===== src/design/smc_pkg.sv =====
package smc_pkg;

  // ==========================================================================
  // register map
  localparam logic [7:0] SMC_CTRL_OFS    = 8'h00;
  localparam logic [7:0] SMC_STATUS_OFS  = 8'h04;
  localparam logic [7:0] SMC_ISTAT_OFS   = 8'h08;
  localparam logic [7:0] SMC_IMASK_OFS   = 8'h0c;
  localparam int         SMC_AW          = 8;

  // ==========================================================================
  // control register fields
  localparam int SMC_CTRL_W     = 11;
  localparam int SMC_C_MODE     = 0;
  localparam int SMC_C_SLEEP_EN = 2;
  localparam int SMC_C_EXT_EN   = 3;
  localparam int SMC_C_SENSE    = 4;
  localparam int SMC_C_ADC_EN   = 6;
  localparam int SMC_C_CMP_DIS  = 7;
  localparam int SMC_C_CMP_REF  = 8;
  localparam int SMC_C_WDT_EN   = 9;
  localparam int SMC_C_PC_EN    = 10;
  localparam logic [SMC_CTRL_W-1:0] SMC_CTRL_RST = 11'h000;

  // ==========================================================================
  // interrupt status bits
  localparam int SMC_IRQ_W       = 3;
  localparam int SMC_I_SLEPT     = 0;
  localparam int SMC_I_WOKE      = 1;
  localparam int SMC_I_ABORTED   = 2;

  // ==========================================================================
  // sleep modes and external line sensing
  localparam logic [1:0] SMC_MODE_IDLE = 2'h0;
  localparam logic [1:0] SMC_MODE_NR   = 2'h1;
  localparam logic [1:0] SMC_MODE_PD   = 2'h2;
  localparam logic [1:0] SMC_MODE_SB   = 2'h3;
  localparam logic [1:0] SMC_SENSE_LOW  = 2'h0;
  localparam logic [1:0] SMC_SENSE_ANY  = 2'h1;
  localparam logic [1:0] SMC_SENSE_FALL = 2'h2;

  // ==========================================================================
  // wake sources: ext level, ext edge, pin change, serial start, eeprom, adc, io
  localparam int              SMC_EV_W     = 7;
  localparam logic [6:0]      SMC_WAKE_IDLE = 7'h7f;
  localparam logic [6:0]      SMC_WAKE_NR   = 7'h3d;
  localparam logic [6:0]      SMC_WAKE_DEEP = 7'h0d;
  localparam logic [6:0]      SMC_EV_LEVEL  = 7'h01;

  // ==========================================================================
  // timing and fuses
  localparam int         SMC_SB_WAKE_CYC = 6;
  localparam logic [3:0] SMC_XTAL_SEL_MIN = 4'h8;
  localparam int         SMC_GATE_W = 5;

  typedef enum logic [1:0] {
    SMC_ACTIVE = 2'b00,
    SMC_SLEEP  = 2'b01,
    SMC_WAKE   = 2'b11
  } smc_state_e;

endpackage


===== src/design/smc_sleep_ctrl.sv =====
// Summary of operation
// mode 11 with crystal source enters standby
// standby equals power-down, oscillator kept running
// standby wake resumes within six cycles
// waker holds level until wake completes
// vanished wake level skips its interrupt
// deep modes wake only on ext level sensing, pin change or serial start
// enabled converter stays enabled in sleep
// converter re-enable forces extended conversion
// comparator auto-off in power-down and standby
// comparator internal reference stays on in sleep
// fused brown-out detector runs in sleep
// enabled watchdog keeps running in sleep
// bandgap on only while a user needs it
// software waits bandgap start-up after re-enable
// input buffers off when io and converter clocks stop
// modes 00,01,10 select idle, noise-reduction, power-down
// power-down wake delayed by fuse start-up period
// standby gates all clocks but oscillator
module smc_sleep_ctrl
  import smc_pkg::*;
#(
  parameter int PD_BASE_CYC = 64,
  parameter int CNT_W       = 20,
  parameter int PC_W        = 11
) (
  input  wire logic                    pclk,
  input  wire logic                    presetn,
  input  wire logic                    psel,
  input  wire logic                    penable,
  input  wire logic                    pwrite,
  input  wire logic [smc_pkg::SMC_AW-1:0] paddr,
  input  wire logic [31:0]             pwdata,
  output logic      [31:0]             prdata,
  output logic                         pready,
  output logic                         pslverr,
  input  wire logic                    sleep_exec,
  input  wire logic                    brown_out_fuse_enable,
  input  wire logic [3:0]              clock_source_fuse_select,
  input  wire logic                    ext_irq_line_a,
  input  wire logic [PC_W-1:0]         pin_change_in,
  input  wire logic                    universal_serial_unit_start,
  input  wire logic                    eeprom_ready,
  input  wire logic                    converter_done,
  input  wire logic                    other_io_irq,
  input  wire logic                    converter_conv_start,
  output logic                         core_clock_en,
  output logic                         program_memory_clock_en,
  output logic                         peripheral_io_clock_en,
  output logic                         converter_clock_en,
  output logic                         main_osc_en,
  output logic                         input_buf_disable,
  output logic                         wake_buf_keep,
  output logic                         converter_power,
  output logic                         comparator_power,
  output logic                         bandgap_en,
  output logic                         brown_out_en,
  output logic                         watchdog_en,
  output logic                         extended_conv_next,
  output logic                         wake_irq_take,
  output logic                         irq
);
  import smc_pkg::*;

  // ==========================================================================
  // state
  typedef struct packed {
    smc_state_e             state;
    logic [1:0]             mode;
    logic                   lvl_only;
    logic [SMC_CTRL_W-1:0]  ctrl;
    logic [SMC_IRQ_W-1:0]   istat;
    logic [SMC_IRQ_W-1:0]   imask;
    logic [CNT_W-1:0]       cnt;
    logic                   ext_prev;
    logic [PC_W-1:0]        pc_prev;
    logic                   adc_prev;
    logic                   long_conv;
    logic [SMC_GATE_W-1:0]  gates;
    logic                   buf_off;
    logic                   buf_keep;
    logic                   adc_pwr;
    logic                   cmp_pwr;
    logic                   bg;
    logic                   bod;
    logic                   wdt;
    logic                   take;
    logic                   irq;
    logic [31:0]            rdata;
    logic                   rdy;
    logic                   err;
  } smc_state_s;

  smc_state_s q;
  smc_state_s d;

  logic            ext_s;
  logic [PC_W-1:0] pc_s;

  smc_sync #(.W(PC_W + 1)) u_sync (
    .pclk     (pclk),
    .presetn  (presetn),
    .async_in ({pin_change_in, ext_irq_line_a}),
    .sync_out ({pc_s, ext_s})
  );

  // ==========================================================================
  // decode helpers
  function automatic logic [SMC_EV_W-1:0] wake_allow(input logic [1:0] m);
    unique case (m)
      SMC_MODE_IDLE: wake_allow = SMC_WAKE_IDLE;
      SMC_MODE_NR:   wake_allow = SMC_WAKE_NR;
      default:       wake_allow = SMC_WAKE_DEEP;
    endcase
  endfunction

  // gates: {core, program memory, io, converter, oscillator}
  function automatic logic [SMC_GATE_W-1:0] gate_of(input smc_state_e s, input logic [1:0] m);
    if (s == SMC_ACTIVE) begin
      gate_of = 5'h1f;
    end else if (s == SMC_WAKE) begin
      gate_of = (m == SMC_MODE_IDLE) ? 5'h07 : (m == SMC_MODE_NR) ? 5'h03 : 5'h01;
    end else begin
      unique case (m)
        SMC_MODE_IDLE: gate_of = 5'h07;
        SMC_MODE_NR:   gate_of = 5'h03;
        SMC_MODE_SB:   gate_of = 5'h01;
        default:       gate_of = 5'h00;
      endcase
    end
  endfunction

  logic [SMC_EV_W-1:0] ev;
  logic                hit;
  logic                xtal;
  logic                acc;
  logic                setup;
  logic [SMC_IRQ_W-1:0] set_i;

  // ==========================================================================
  // next state
  always_comb begin
    d     = q;
    set_i = '0;
    xtal  = clock_source_fuse_select >= SMC_XTAL_SEL_MIN;
    setup = psel && !penable;
    acc   = psel && penable && q.rdy;
    ev[0] = q.ctrl[SMC_C_EXT_EN] && q.ctrl[SMC_C_SENSE +: 2] == SMC_SENSE_LOW && !ext_s;
    unique case (q.ctrl[SMC_C_SENSE +: 2])
      SMC_SENSE_ANY:  ev[1] = ext_s != q.ext_prev;
      SMC_SENSE_FALL: ev[1] = q.ext_prev && !ext_s;
      SMC_SENSE_LOW:  ev[1] = 1'b0;
      default:        ev[1] = !q.ext_prev && ext_s;
    endcase
    ev[1] = ev[1] && q.ctrl[SMC_C_EXT_EN];
    ev[2] = q.ctrl[SMC_C_PC_EN] && (pc_s != q.pc_prev);
    ev[3] = universal_serial_unit_start;
    ev[4] = eeprom_ready;
    ev[5] = converter_done;
    ev[6] = other_io_irq;
    hit   = |(ev & wake_allow(q.mode));
    d.ext_prev = ext_s;
    d.pc_prev  = pc_s;
    d.take     = 1'b0;

    unique case (q.state)
      SMC_ACTIVE: begin
        if (sleep_exec && q.ctrl[SMC_C_SLEEP_EN]) begin
          d.state = SMC_SLEEP;
          d.mode  = q.ctrl[SMC_C_MODE +: 2];
          if (d.mode == SMC_MODE_SB && !xtal) begin
            d.mode = SMC_MODE_PD;
          end
          set_i[SMC_I_SLEPT] = 1'b1;
        end
      end
      SMC_SLEEP: begin
        if (hit) begin
          d.state    = SMC_WAKE;
          d.lvl_only = (ev & wake_allow(q.mode)) == SMC_EV_LEVEL;
          if (q.mode == SMC_MODE_PD) begin
            d.cnt = CNT_W'((CNT_W'(PD_BASE_CYC) << clock_source_fuse_select[1:0]) - 1);
          end else if (q.mode == SMC_MODE_SB) begin
            d.cnt = CNT_W'(SMC_SB_WAKE_CYC - 1);
          end else begin
            d.cnt = '0;
          end
        end
      end
      SMC_WAKE: begin
        if (q.cnt == '0) begin
          d.state = SMC_ACTIVE;
          set_i[SMC_I_WOKE] = 1'b1;
          if (q.lvl_only && ext_s) begin
            set_i[SMC_I_ABORTED] = 1'b1;
          end else begin
            d.take = 1'b1;
          end
        end else begin
          d.cnt = q.cnt - 1'b1;
        end
      end
      default: d.state = SMC_ACTIVE;
    endcase

    // clock gating and analog helpers
    d.gates    = gate_of(d.state, d.mode);
    d.buf_off  = d.gates[2:1] == 2'b00;
    d.buf_keep = d.buf_off && q.ctrl[SMC_C_EXT_EN];
    d.adc_pwr  = q.ctrl[SMC_C_ADC_EN];
    d.cmp_pwr  = !q.ctrl[SMC_C_CMP_DIS] &&
                 !(d.state != SMC_ACTIVE && d.mode[1]);
    d.bod      = brown_out_fuse_enable;
    d.wdt      = q.ctrl[SMC_C_WDT_EN];
    d.bg       = brown_out_fuse_enable || q.ctrl[SMC_C_ADC_EN] ||
                 (!q.ctrl[SMC_C_CMP_DIS] && q.ctrl[SMC_C_CMP_REF]);
    d.adc_prev = q.ctrl[SMC_C_ADC_EN];
    if (q.ctrl[SMC_C_ADC_EN] && !q.adc_prev) begin
      d.long_conv = 1'b1;
    end else if (converter_conv_start) begin
      d.long_conv = 1'b0;
    end

    // apb slave, no wait states
    d.rdy = setup;
    if (setup) begin
      d.err = 1'b0;
      unique case (paddr)
        SMC_CTRL_OFS:   d.rdata = 32'(q.ctrl);
        SMC_STATUS_OFS: d.rdata = 32'({q.gates, q.bg, q.long_conv, q.state});
        SMC_ISTAT_OFS:  d.rdata = 32'(q.istat);
        SMC_IMASK_OFS:  d.rdata = 32'(q.imask);
        default: begin
          d.rdata = '0;
          d.err   = 1'b1;
        end
      endcase
    end else if (acc) begin
      d.rdata = '0;
      d.err   = 1'b0;
    end
    if (acc && pwrite) begin
      unique case (paddr)
        SMC_CTRL_OFS:  d.ctrl  = pwdata[SMC_CTRL_W-1:0];
        SMC_ISTAT_OFS: d.istat = q.istat & ~pwdata[SMC_IRQ_W-1:0];
        SMC_IMASK_OFS: d.imask = pwdata[SMC_IRQ_W-1:0];
        default:       d.ctrl  = q.ctrl;
      endcase
    end
    d.istat = d.istat | set_i;
    d.irq   = |(d.istat & d.imask);
  end

  always_ff @(posedge pclk or negedge presetn) begin
    if (!presetn) begin
      q       <= '0;
      q.state <= SMC_ACTIVE;
      q.ctrl  <= SMC_CTRL_RST;
      q.gates <= 5'h1f;
    end else begin
      q <= d;
    end
  end

  // ==========================================================================
  // outputs
  assign prdata                  = q.rdata;
  assign pready                  = q.rdy;
  assign pslverr                 = q.err;
  assign core_clock_en           = q.gates[4];
  assign program_memory_clock_en = q.gates[3];
  assign peripheral_io_clock_en  = q.gates[2];
  assign converter_clock_en      = q.gates[1];
  assign main_osc_en             = q.gates[0];
  assign input_buf_disable       = q.buf_off;
  assign wake_buf_keep           = q.buf_keep;
  assign converter_power         = q.adc_pwr;
  assign comparator_power        = q.cmp_pwr;
  assign bandgap_en              = q.bg;
  assign brown_out_en            = q.bod;
  assign watchdog_en             = q.wdt;
  assign extended_conv_next      = q.long_conv;
  assign wake_irq_take           = q.take;
  assign irq                     = q.irq;
endmodule


===== src/design/smc_sync.sv =====
module smc_sync #(
  parameter int W = 1
) (
  input  wire logic         pclk,
  input  wire logic         presetn,
  input  wire logic [W-1:0] async_in,
  output logic      [W-1:0] sync_out
);

  // ==========================================================================
  // two flop synchroniser per bit
  for (genvar i = 0; i < W; i++) begin : g_bit
    logic meta_q;
    logic sync_q;
    always_ff @(posedge pclk or negedge presetn) begin
      if (!presetn) begin
        meta_q <= 1'b0;
        sync_q <= 1'b0;
      end else begin
        meta_q <= async_in[i];
        sync_q <= meta_q;
      end
    end
    assign sync_out[i] = sync_q;
  end

endmodule


===== config.mk =====
export PLATFORM = sky130hd
export DESIGN_NAME = smc_sleep_ctrl
export DESIGN_NICKNAME = d
export VERILOG_FILES = /design/src/design/smc_pkg.sv /design/src/design/smc_sleep_ctrl.sv /design/src/design/smc_sync.sv
export SDC_FILE = /design/constraint.sdc
export NUM_CORES = 1
export LEC_CHECK = 0
export BUFFER_PORTS_ARGS = -buffer_cell sky130_fd_sc_hd__buf_2
export CORE_ASPECT_RATIO = 1.4
export CORE_MARGIN = 4
export CORE_UTILIZATION = 24
export CTS_CLUSTER_SIZE = 16
export DETAILED_ROUTE_END_ITERATION = 8
export PLACE_DENSITY_LB_ADDON = 0.1
export SLEW_MARGIN = 20
export SYNTH_ARGS = -nofsm -noshare
export SYNTH_HDL_FRONTEND = slang
export SYNTH_HIERARCHICAL = 1
export SYNTH_SLANG_ARGS = --single-unit

===== constraint.sdc =====
create_clock -name pclk -period 7.3 [get_ports pclk]
set_clock_uncertainty 0.15 [all_clocks]
set_input_delay 1.095 -clock pclk [delete_from_list [all_inputs] [get_ports pclk]]
set_output_delay 1.095 -clock pclk [all_outputs]
set_load 0.01 [all_outputs]

==> results by group, run 1 <==
Final layout
  – Layout cell share with drive strength beyond 1: 0.2526
  – Design area: roughly 5400 sq um
  – Nets: between 500 and 600
  – Ant diodes: 0
  – Fill count: slightly above 2000
  – Area Growth Syn to Fin: 14.76%

GRT
  – First-pass GRT wire length: between 15000 and 20000 microns
  – Grt ovf: 0
  – Total track usage: 0.1031
  – Pin count of the biggest net entering global routing: 69
  – Vias in the first global route: 3294
  – Initial antenna violation count: 0

Placed design
  – I/O Buffers: 73
  – Dpl hpwl: 8215 microns
  – GP Congestion: 0.7597
  – Placed instance area: about 5000 sq um

Pwr
  – Total leakage power: ~0.0025 uW
  – Worst VDD drop: roughly 0.095 mV
  – Overall power: 1324 uW
  – Power Density: between 200 and 250 nW/um^2

Worst hold path
  – Worst Hold Path Cells: 0
  – Hold Path Class: reg -> reg

STA
  – Final hold vios: 0
  – RSZ-0062 raised after global routing: no
  – Worst-margin pin slew: ~0.90 ns
  – Fmax achieved: 0.3296 GHz
  – Slew headroom: 0.4014
  – Final Slew Violations: 0
  – Final setup fails: 0
  – Setup TNS: 0 ns
  – Final min period: roughly 3 ns
  – Period utilisation layout: 0.4156

Floorplan
  – Core area: a little under 20000 sq um
  – Top Ports: about 120
  – Row count: 60
  – Full die area: 21980 sq um
  – Die X: ~130 microns
  – Die Ht: between 150 and 200 microns
  – Initial core utilization: 0.2443

Clocking
  – Post-CTS Setup Bufs: 0
  – PostCTS Resize Cnt: 0
  – Clock insertion delay at the later pin of the skew report: 0.35 ns
  – H-tree Lvls: 3
  – CTS Sinks: ~110
  – CTS Hold Buffers Added: 0
  – Num CTS Buffers: 9
  – CTS max path bufs: 2
  – TritonCTS clock tree: built
  – Root buf cell: clkbuf_16
  – Clk slew on worst S/H paths: 0.08 ns

Critical path
  – Worst Setup SP: q[62]
  – Cell family with the largest share of critical-path delay: simple AND/OR/NAND/NOR gates
  – Worst Path Max Fanout: 21
  – Reg2reg start: q[62]
  – Slowest CP cell: or4b_1
  – Startpoint Class: flop
  – WP buf/inv: 2
  – Setup crit end: q[64]
  – Critical Path RT: around 7.4 ns
  – Internal reg-to-reg setup slack: around 4.3 ns
  – Critical path type: reg -> reg
  – CP arrival: between 3 and 4 ns
  – Crit-path cells: inv_1 > ha_1 > or4b_1 > nor4_4 > a31oi_2 > o31ai_4 > buf_6 > nor2_1 > o22a_1
  – Worst R2R Path Depth: 9
  – Crit. End Element: flop
  – Levels on crit path: 9
  – CP peak stage delay: 0.66 ns
  – Worst reg2reg path endpoint: q[64]

Drt
  – Wirelength per Cell: 14.96 microns
  – DR pass1 iterations: 4
  – DRC: 0
  – Post-DRT Antenna Nets: 0
  – Via Count: roughly 3100
  – Routed Wire Length: 10990 microns
  – Vias per Instance: 4.268
  – Drt initial violations: around 140

Synthesis
  – Top cell type's share of synthesized area: 0.5362
  – Post-synthesis cell type count: between 50 and 60
  – EDFF count, synth: 0
  – Synth Flop Type: dfrtp_1
  – Synthesized flop and latch total: roughly 110
  – Top post-synthesis cells by area: dfrtp_1 54%, buf_4 7.2%, nor2_1 3.2%
  – Yosys Warn Count: 6
  – Syn Area/Cell: 10.96 sq um
  – Post-synth ARST share: 1.000
  – Syn Inst Count: 430
  – Register area share after synthesis: 0.5585
  – Post-synth top area cell: dfrtp_1
  – Post-synthesis cell area: around 4700 sq um

Run
  – # Max-Cap Violations: 0

Status
  – Outcome: finished clean
-- state kept, by name, summed over array words and instances (netlist names), 2 cells and up --
name / flops
q: 52
d: 2
prdata: 11
u_sync/g_bit.sync_q: 12
u_sync/g_bit.meta_q: 12
-- cell usage after synthesis (all sizes together) (6+ instances only) --
cell and number:
dfrtp 101, buf 49, nor2 41, o21ai 36, nand2 29, inv 23
a21oi 14, mux2 12, xnor2 12, clkbuf 7, mux2i 7, nand3 7
nor3 6
-- routing by layer --
layer,global-route usage,share of wire,up-vias
met5,0,0,-
met4,0.04428,0.020,0
met3,0.02466,0.054,12
met2,0.1756,0.52,79
met1,0.1230,0.40,1527
li1,-,-,1519
-- report_power, final --
group	leakage (uW)	internal, uW	switching, uW
registers	0.00131	627	42.2
logic	0.000994	63.5	98.1
clock network	0.000148	244	248
-- how the worst min path moves through the flow --
stage                                  from                      end
floorplan            u_sync/g_bit[0].meta_q   u_sync/g_bit[0].sync_q
global placement     u_sync/g_bit[7].meta_q   u_sync/g_bit[7].sync_q
detailed placement  u_sync/g_bit[10].meta_q  u_sync/g_bit[10].sync_q
CTS                  u_sync/g_bit[2].meta_q   u_sync/g_bit[2].sync_q
global route        u_sync/g_bit[10].meta_q  u_sync/g_bit[10].sync_q
finish              u_sync/g_bit[10].meta_q  u_sync/g_bit[10].sync_q
-- stage by stage --
stage	hold slack (ns)	setup slack [ns]	util	instances
after floorplan	0.1812	4.503	-	450
after detailed placement	0.1847	3.796	0.2640	718
after global routing	0.2056	4.063	0.2804	735
final	0.2005	4.266	0.2804	735
after global placement	0.1834	3.865	0.2640	718
after CTS	0.2027	4.179	0.2798	734
-- logic make-up (layout without fill, tap and decap cells) --
kind of cell | Yosys count | count (layout) | share of synthesized area
AOI/OAI and AO/OA | 84 | 84 | 0.1152
xor gates and xnor gates | 17 | 17 | 0.03159
adders and majority gates | 4 | 4 | 0.01062
buffers and inverters | 79 | 116 | 0.1022
DFF | 105 | 105 | 0.5585
muxes | 22 | 22 | 0.05787
other | 1 | 21 | 0.0007956
and+or+nand+nor | 118 | 118 | 0.1232
-- cell type report --
cell class | instances | area [sq um] | area share
timing repair buffer | 77 | 401.6 | 0.07425
clock inverter | 7 | 78.83 | 0.01457
multi-input combinational | 266 | 1674 | 0.3095
sequential | 105 | 2633 | 0.4867
tap | 248 | 310.3 | 0.05737
inverter | 23 | 86.33 | 0.01596
clock buffer | 9 | 225.2 | 0.04164
-- placed cells by master, fill, tap and decap left out, drive strengths merged, types with 2 or more instances in the layout --
cell and n:
a31oi 5, ha 4, o211ai 4, or2 4
nor4 5, o22ai 2, xor2 5, buf 77
and2 2, nor2b 2, nand4 5, mux2 12
clkbuf 9, mux4 3, a22o 3, dfrtp 101
a211oi 3, a21bo 2, and3 2, o31a 2
mux2i 7, o221ai 2, conb 21, xnor2 12
o22a 2, clkinv 3, inv 27, dfstp 4
a21oi 14, nand3 7, o31ai 4, nor3 6
nand2b 3, o21ai 36, or3 4, nor2 41
or4 2, nand2 29
Power figures use the tool's default switching activity.
==> inputs of run 2 (changes only) <==
==> constraint.sdc (replaced) <==
create_clock -name pclk -period 2.95 [get_ports pclk]
set_clock_uncertainty 0.15 [all_clocks]
set_input_delay 0.4425 -clock pclk [delete_from_list [all_inputs] [get_ports pclk]]
set_output_delay 0.4425 -clock pclk [all_outputs]
set_load 0.01 [all_outputs]
==> run 2 against run 1 <==
Compared with the run above: non-clock buffer count rose by 16; critical path depth down 1; combinational power rose to 2.6 times the previous value; sequential share of layout area is 1.4 points lower; critical endpoint unchanged; die area stayed put.
==> results by group, run 2 (synthesis gave the netlist of run 1 again) <==
Status
  – Outcome: finished clean (unchanged)

Final layout
  – Area Growth Syn to Fin: 18.26% (was 14.76%)
  – Most common cell after layout, fill and taps aside: dfrtp_1 (unchanged)
  – Max FFs per register: 52 (unchanged)
  – Layout cell share with drive strength beyond 1: 0.2783 (was 0.2526)
  – Design area: 5574 sq um (was 5409 sq um)
  – Ant diodes: 0 (unchanged)
  – Largest reg by FF count: q (unchanged)
  – Most frequent cells in the layout: 101 x dfrtp_1, 72 x buf_2, 40 x nor2_1 (unchanged)
  – Nets: 570 (was 554)
  – Top Registers: q x52, u_sync/g_bit.meta_q x12, u_sync/g_bit.sync_q x12 (unchanged)
  – Fill count: 2019 (was 2036)

Drt
  – Drt initial violations: 172 (was 137)
  – Post-DRT Antenna Nets: 0 (unchanged)
  – Vias per Instance: 4.229 (was 4.268)
  – Via Count: 3176 (was 3137)
  – Wirelength per Cell: 15.31 microns (was 14.96 microns)
  – DR pass1 iterations: 7 (was 4)
  – DRC: 0 (unchanged)
  – Routed Wire Length: 11500 microns (was 10990 microns)

Clocking
  – Clk slew on worst S/H paths: 0.08 ns (about the same)
  – Root buf cell: clkbuf_16 (unchanged)
  – CTS max path bufs: 2 (unchanged)
  – Clock insertion delay at the later pin of the skew report: 0.36 ns (was 0.35 ns)
  – TritonCTS clock tree: built (unchanged)
  – Post-CTS Setup Bufs: 0 (unchanged)
  – Num CTS Buffers: 9 (unchanged)
  – CTS Sinks: 105 (unchanged)
  – H-tree Lvls: 3 (unchanged)

STA
  – Setup TNS: 0 ns (unchanged)
  – Worst-margin pin slew: 1.042 ns (was 0.8980 ns)
  – RSZ-0062 raised after global routing: no (unchanged)
  – Slew headroom: 0.3056 (was 0.4014)
  – Final hold vios: 0 (unchanged)
  – Final setup fails: 0 (unchanged)
  – Final Slew Violations: 0 (unchanged)
  – Fmax achieved: 0.3677 GHz (was 0.3296 GHz)
  – Period utilisation layout: 0.9219 (was 0.4156)
  – Final min period: 2.719 ns (was 3.034 ns)

Pwr
  – Comb power frac: 0.127 (was 0.122)
  – Power Density: 604.2 nW/um^2 (was 244.8 nW/um^2)
  – Clock power frac: 0.380 (was 0.372)
  – Sequential fraction of design power: 0.493 (was 0.506)
  – Total leakage power: 0.002551 uW (was 0.002455 uW)
  – Pint: 2354 uW (was 935.3 uW)
  – Worst VDD drop: 0.2253 mV (was 0.09505 mV)
  – Switching part of the total power: 0.3010 (was 0.2935)
  – NetSw: 1014 uW (was 388.6 uW)

GRT
  – Initial antenna violation count: 0 (unchanged)
  – Pin count of the biggest net entering global routing: 39 (was 69)
  – Grt ovf: 0 (unchanged)
  – First-pass GRT wire length: 19060 microns (was 17910 microns)
  – Total track usage: 0.1099 (was 0.1031)
  – Vias in the first global route: 3456 (was 3294)

Floorplan
  – Core area: 19290 sq um (unchanged)
  – Die X: 126.4 microns (unchanged)
  – Full die area: 21980 sq um (unchanged)
  – Initial core utilization: 0.2443 (unchanged)
  – Top Ports: 117 (unchanged)
  – Row count: 60 (unchanged)
  – Die Ht: 173.8 microns (unchanged)

Placed design
  – Placed instance area: 5226 sq um (was 5094 sq um)
  – Dpl hpwl: 8838 microns (was 8215 microns)
  – GP Congestion: 0.7792 (was 0.7597)
  – I/O Buffers: 73 (unchanged)

Worst hold path
  – Hold Path Class: in -> reg (was reg -> reg)

Run
  – # Max-Cap Violations: 0 (unchanged)

Critical path
  – Crit. End Element: flop (unchanged)
  – Critical path type: reg -> reg (unchanged)
  – Critical Path RT: 3.05 ns (was 7.39 ns)
  – Startpoint Class: flop (unchanged)
  – Worst Path Max Fanout: 26 (was 21)
  – CP arrival: 2.81 ns (was 3.12 ns)
run 2: final timing paths:
check	cells past startpoint	to	slack, ns	start
max	8	q[64]	0.23	q[62]
max reg2reg	8	q[64]	0.23	q[62]
min in group asynchronous	2	u_sync/g_bit[4].sync_q	0.43	presetn
min reg2reg	0	u_sync/g_bit[4].sync_q	0.20	u_sync/g_bit[4].meta_q
min	1	u_sync/g_bit[4].meta_q	0.03	pin_change_in[3]
max in group asynchronous	3	q[65]	1.52	presetn
run 2: final cells by class:
class | count | area (sq um) | share of cell area
clock buffer | 9 | 225.2 | 0.04040
clock inverter | 7 | 101.3 | 0.01818
inverter | 23 | 86.33 | 0.01549
multi-input combinational | 266 | 1685 | 0.3024
sequential | 105 | 2633 | 0.4723
tap | 248 | 310.3 | 0.05567
timing repair buffer | 93 | 533.0 | 0.09562
run 2: critical path: stages (launching register included):
cell and delay, ns:
dfrtp_1 0.43, inv_1 0.10, ha_1 0.22, or4b_1 0.57, nor4_4 0.35, a31oi_2 0.17, o31ai_4 0.27, nor2_1 0.11
o22a_1 0.23
run 2: power by group through the flow:
stage	clock, uW	combinational (uW)	sequential, uW
global placement	0	427	1680
finish	1280	427	1660
detailed placement	0	428	1690
floorplan	0	305	1660
global route	1390	489	1680
CTS	1340	433	1660
run 2: metrics by stage:
step | std cells | util | power [uW] | hold WS (ns) | setup WS (ns)
finish | 751 | 0.2889 | 3368 | 0.03287 | 0.2305
global route | 751 | 0.2889 | 3560 | 0.006657 | 0.01605
CTS | 751 | 0.2884 | 3429 | 0.01604 | 0.05922
detailed placement | 734 | 0.2709 | 2115 | 0.1864 | 0.01906
global placement | 734 | 0.2709 | 2108 | 0.1841 | 0.04362
floorplan | 450 | - | 1961 | -0.003091 | 0.4709
run 2: layer usage:
| metal | share of wire | vias up | GRT usage |
|---|---|---|---|
| met5 | 0 | - | 0 |
| met4 | 0.012 | 0 | 0.03757 |
| met3 | 0.045 | 8 | 0.02497 |
| met2 | 0.54 | 80 | 0.1959 |
| met1 | 0.40 | 1536 | 0.1285 |
| li1 | - | 1552 | - |
run 2: what timing repair did:
item,CTS,global route
gates resized for setup,1,2
endpoints found under the hold margin,28,0
hold buffers,1,0
endpoints found under the setup margin,1,2
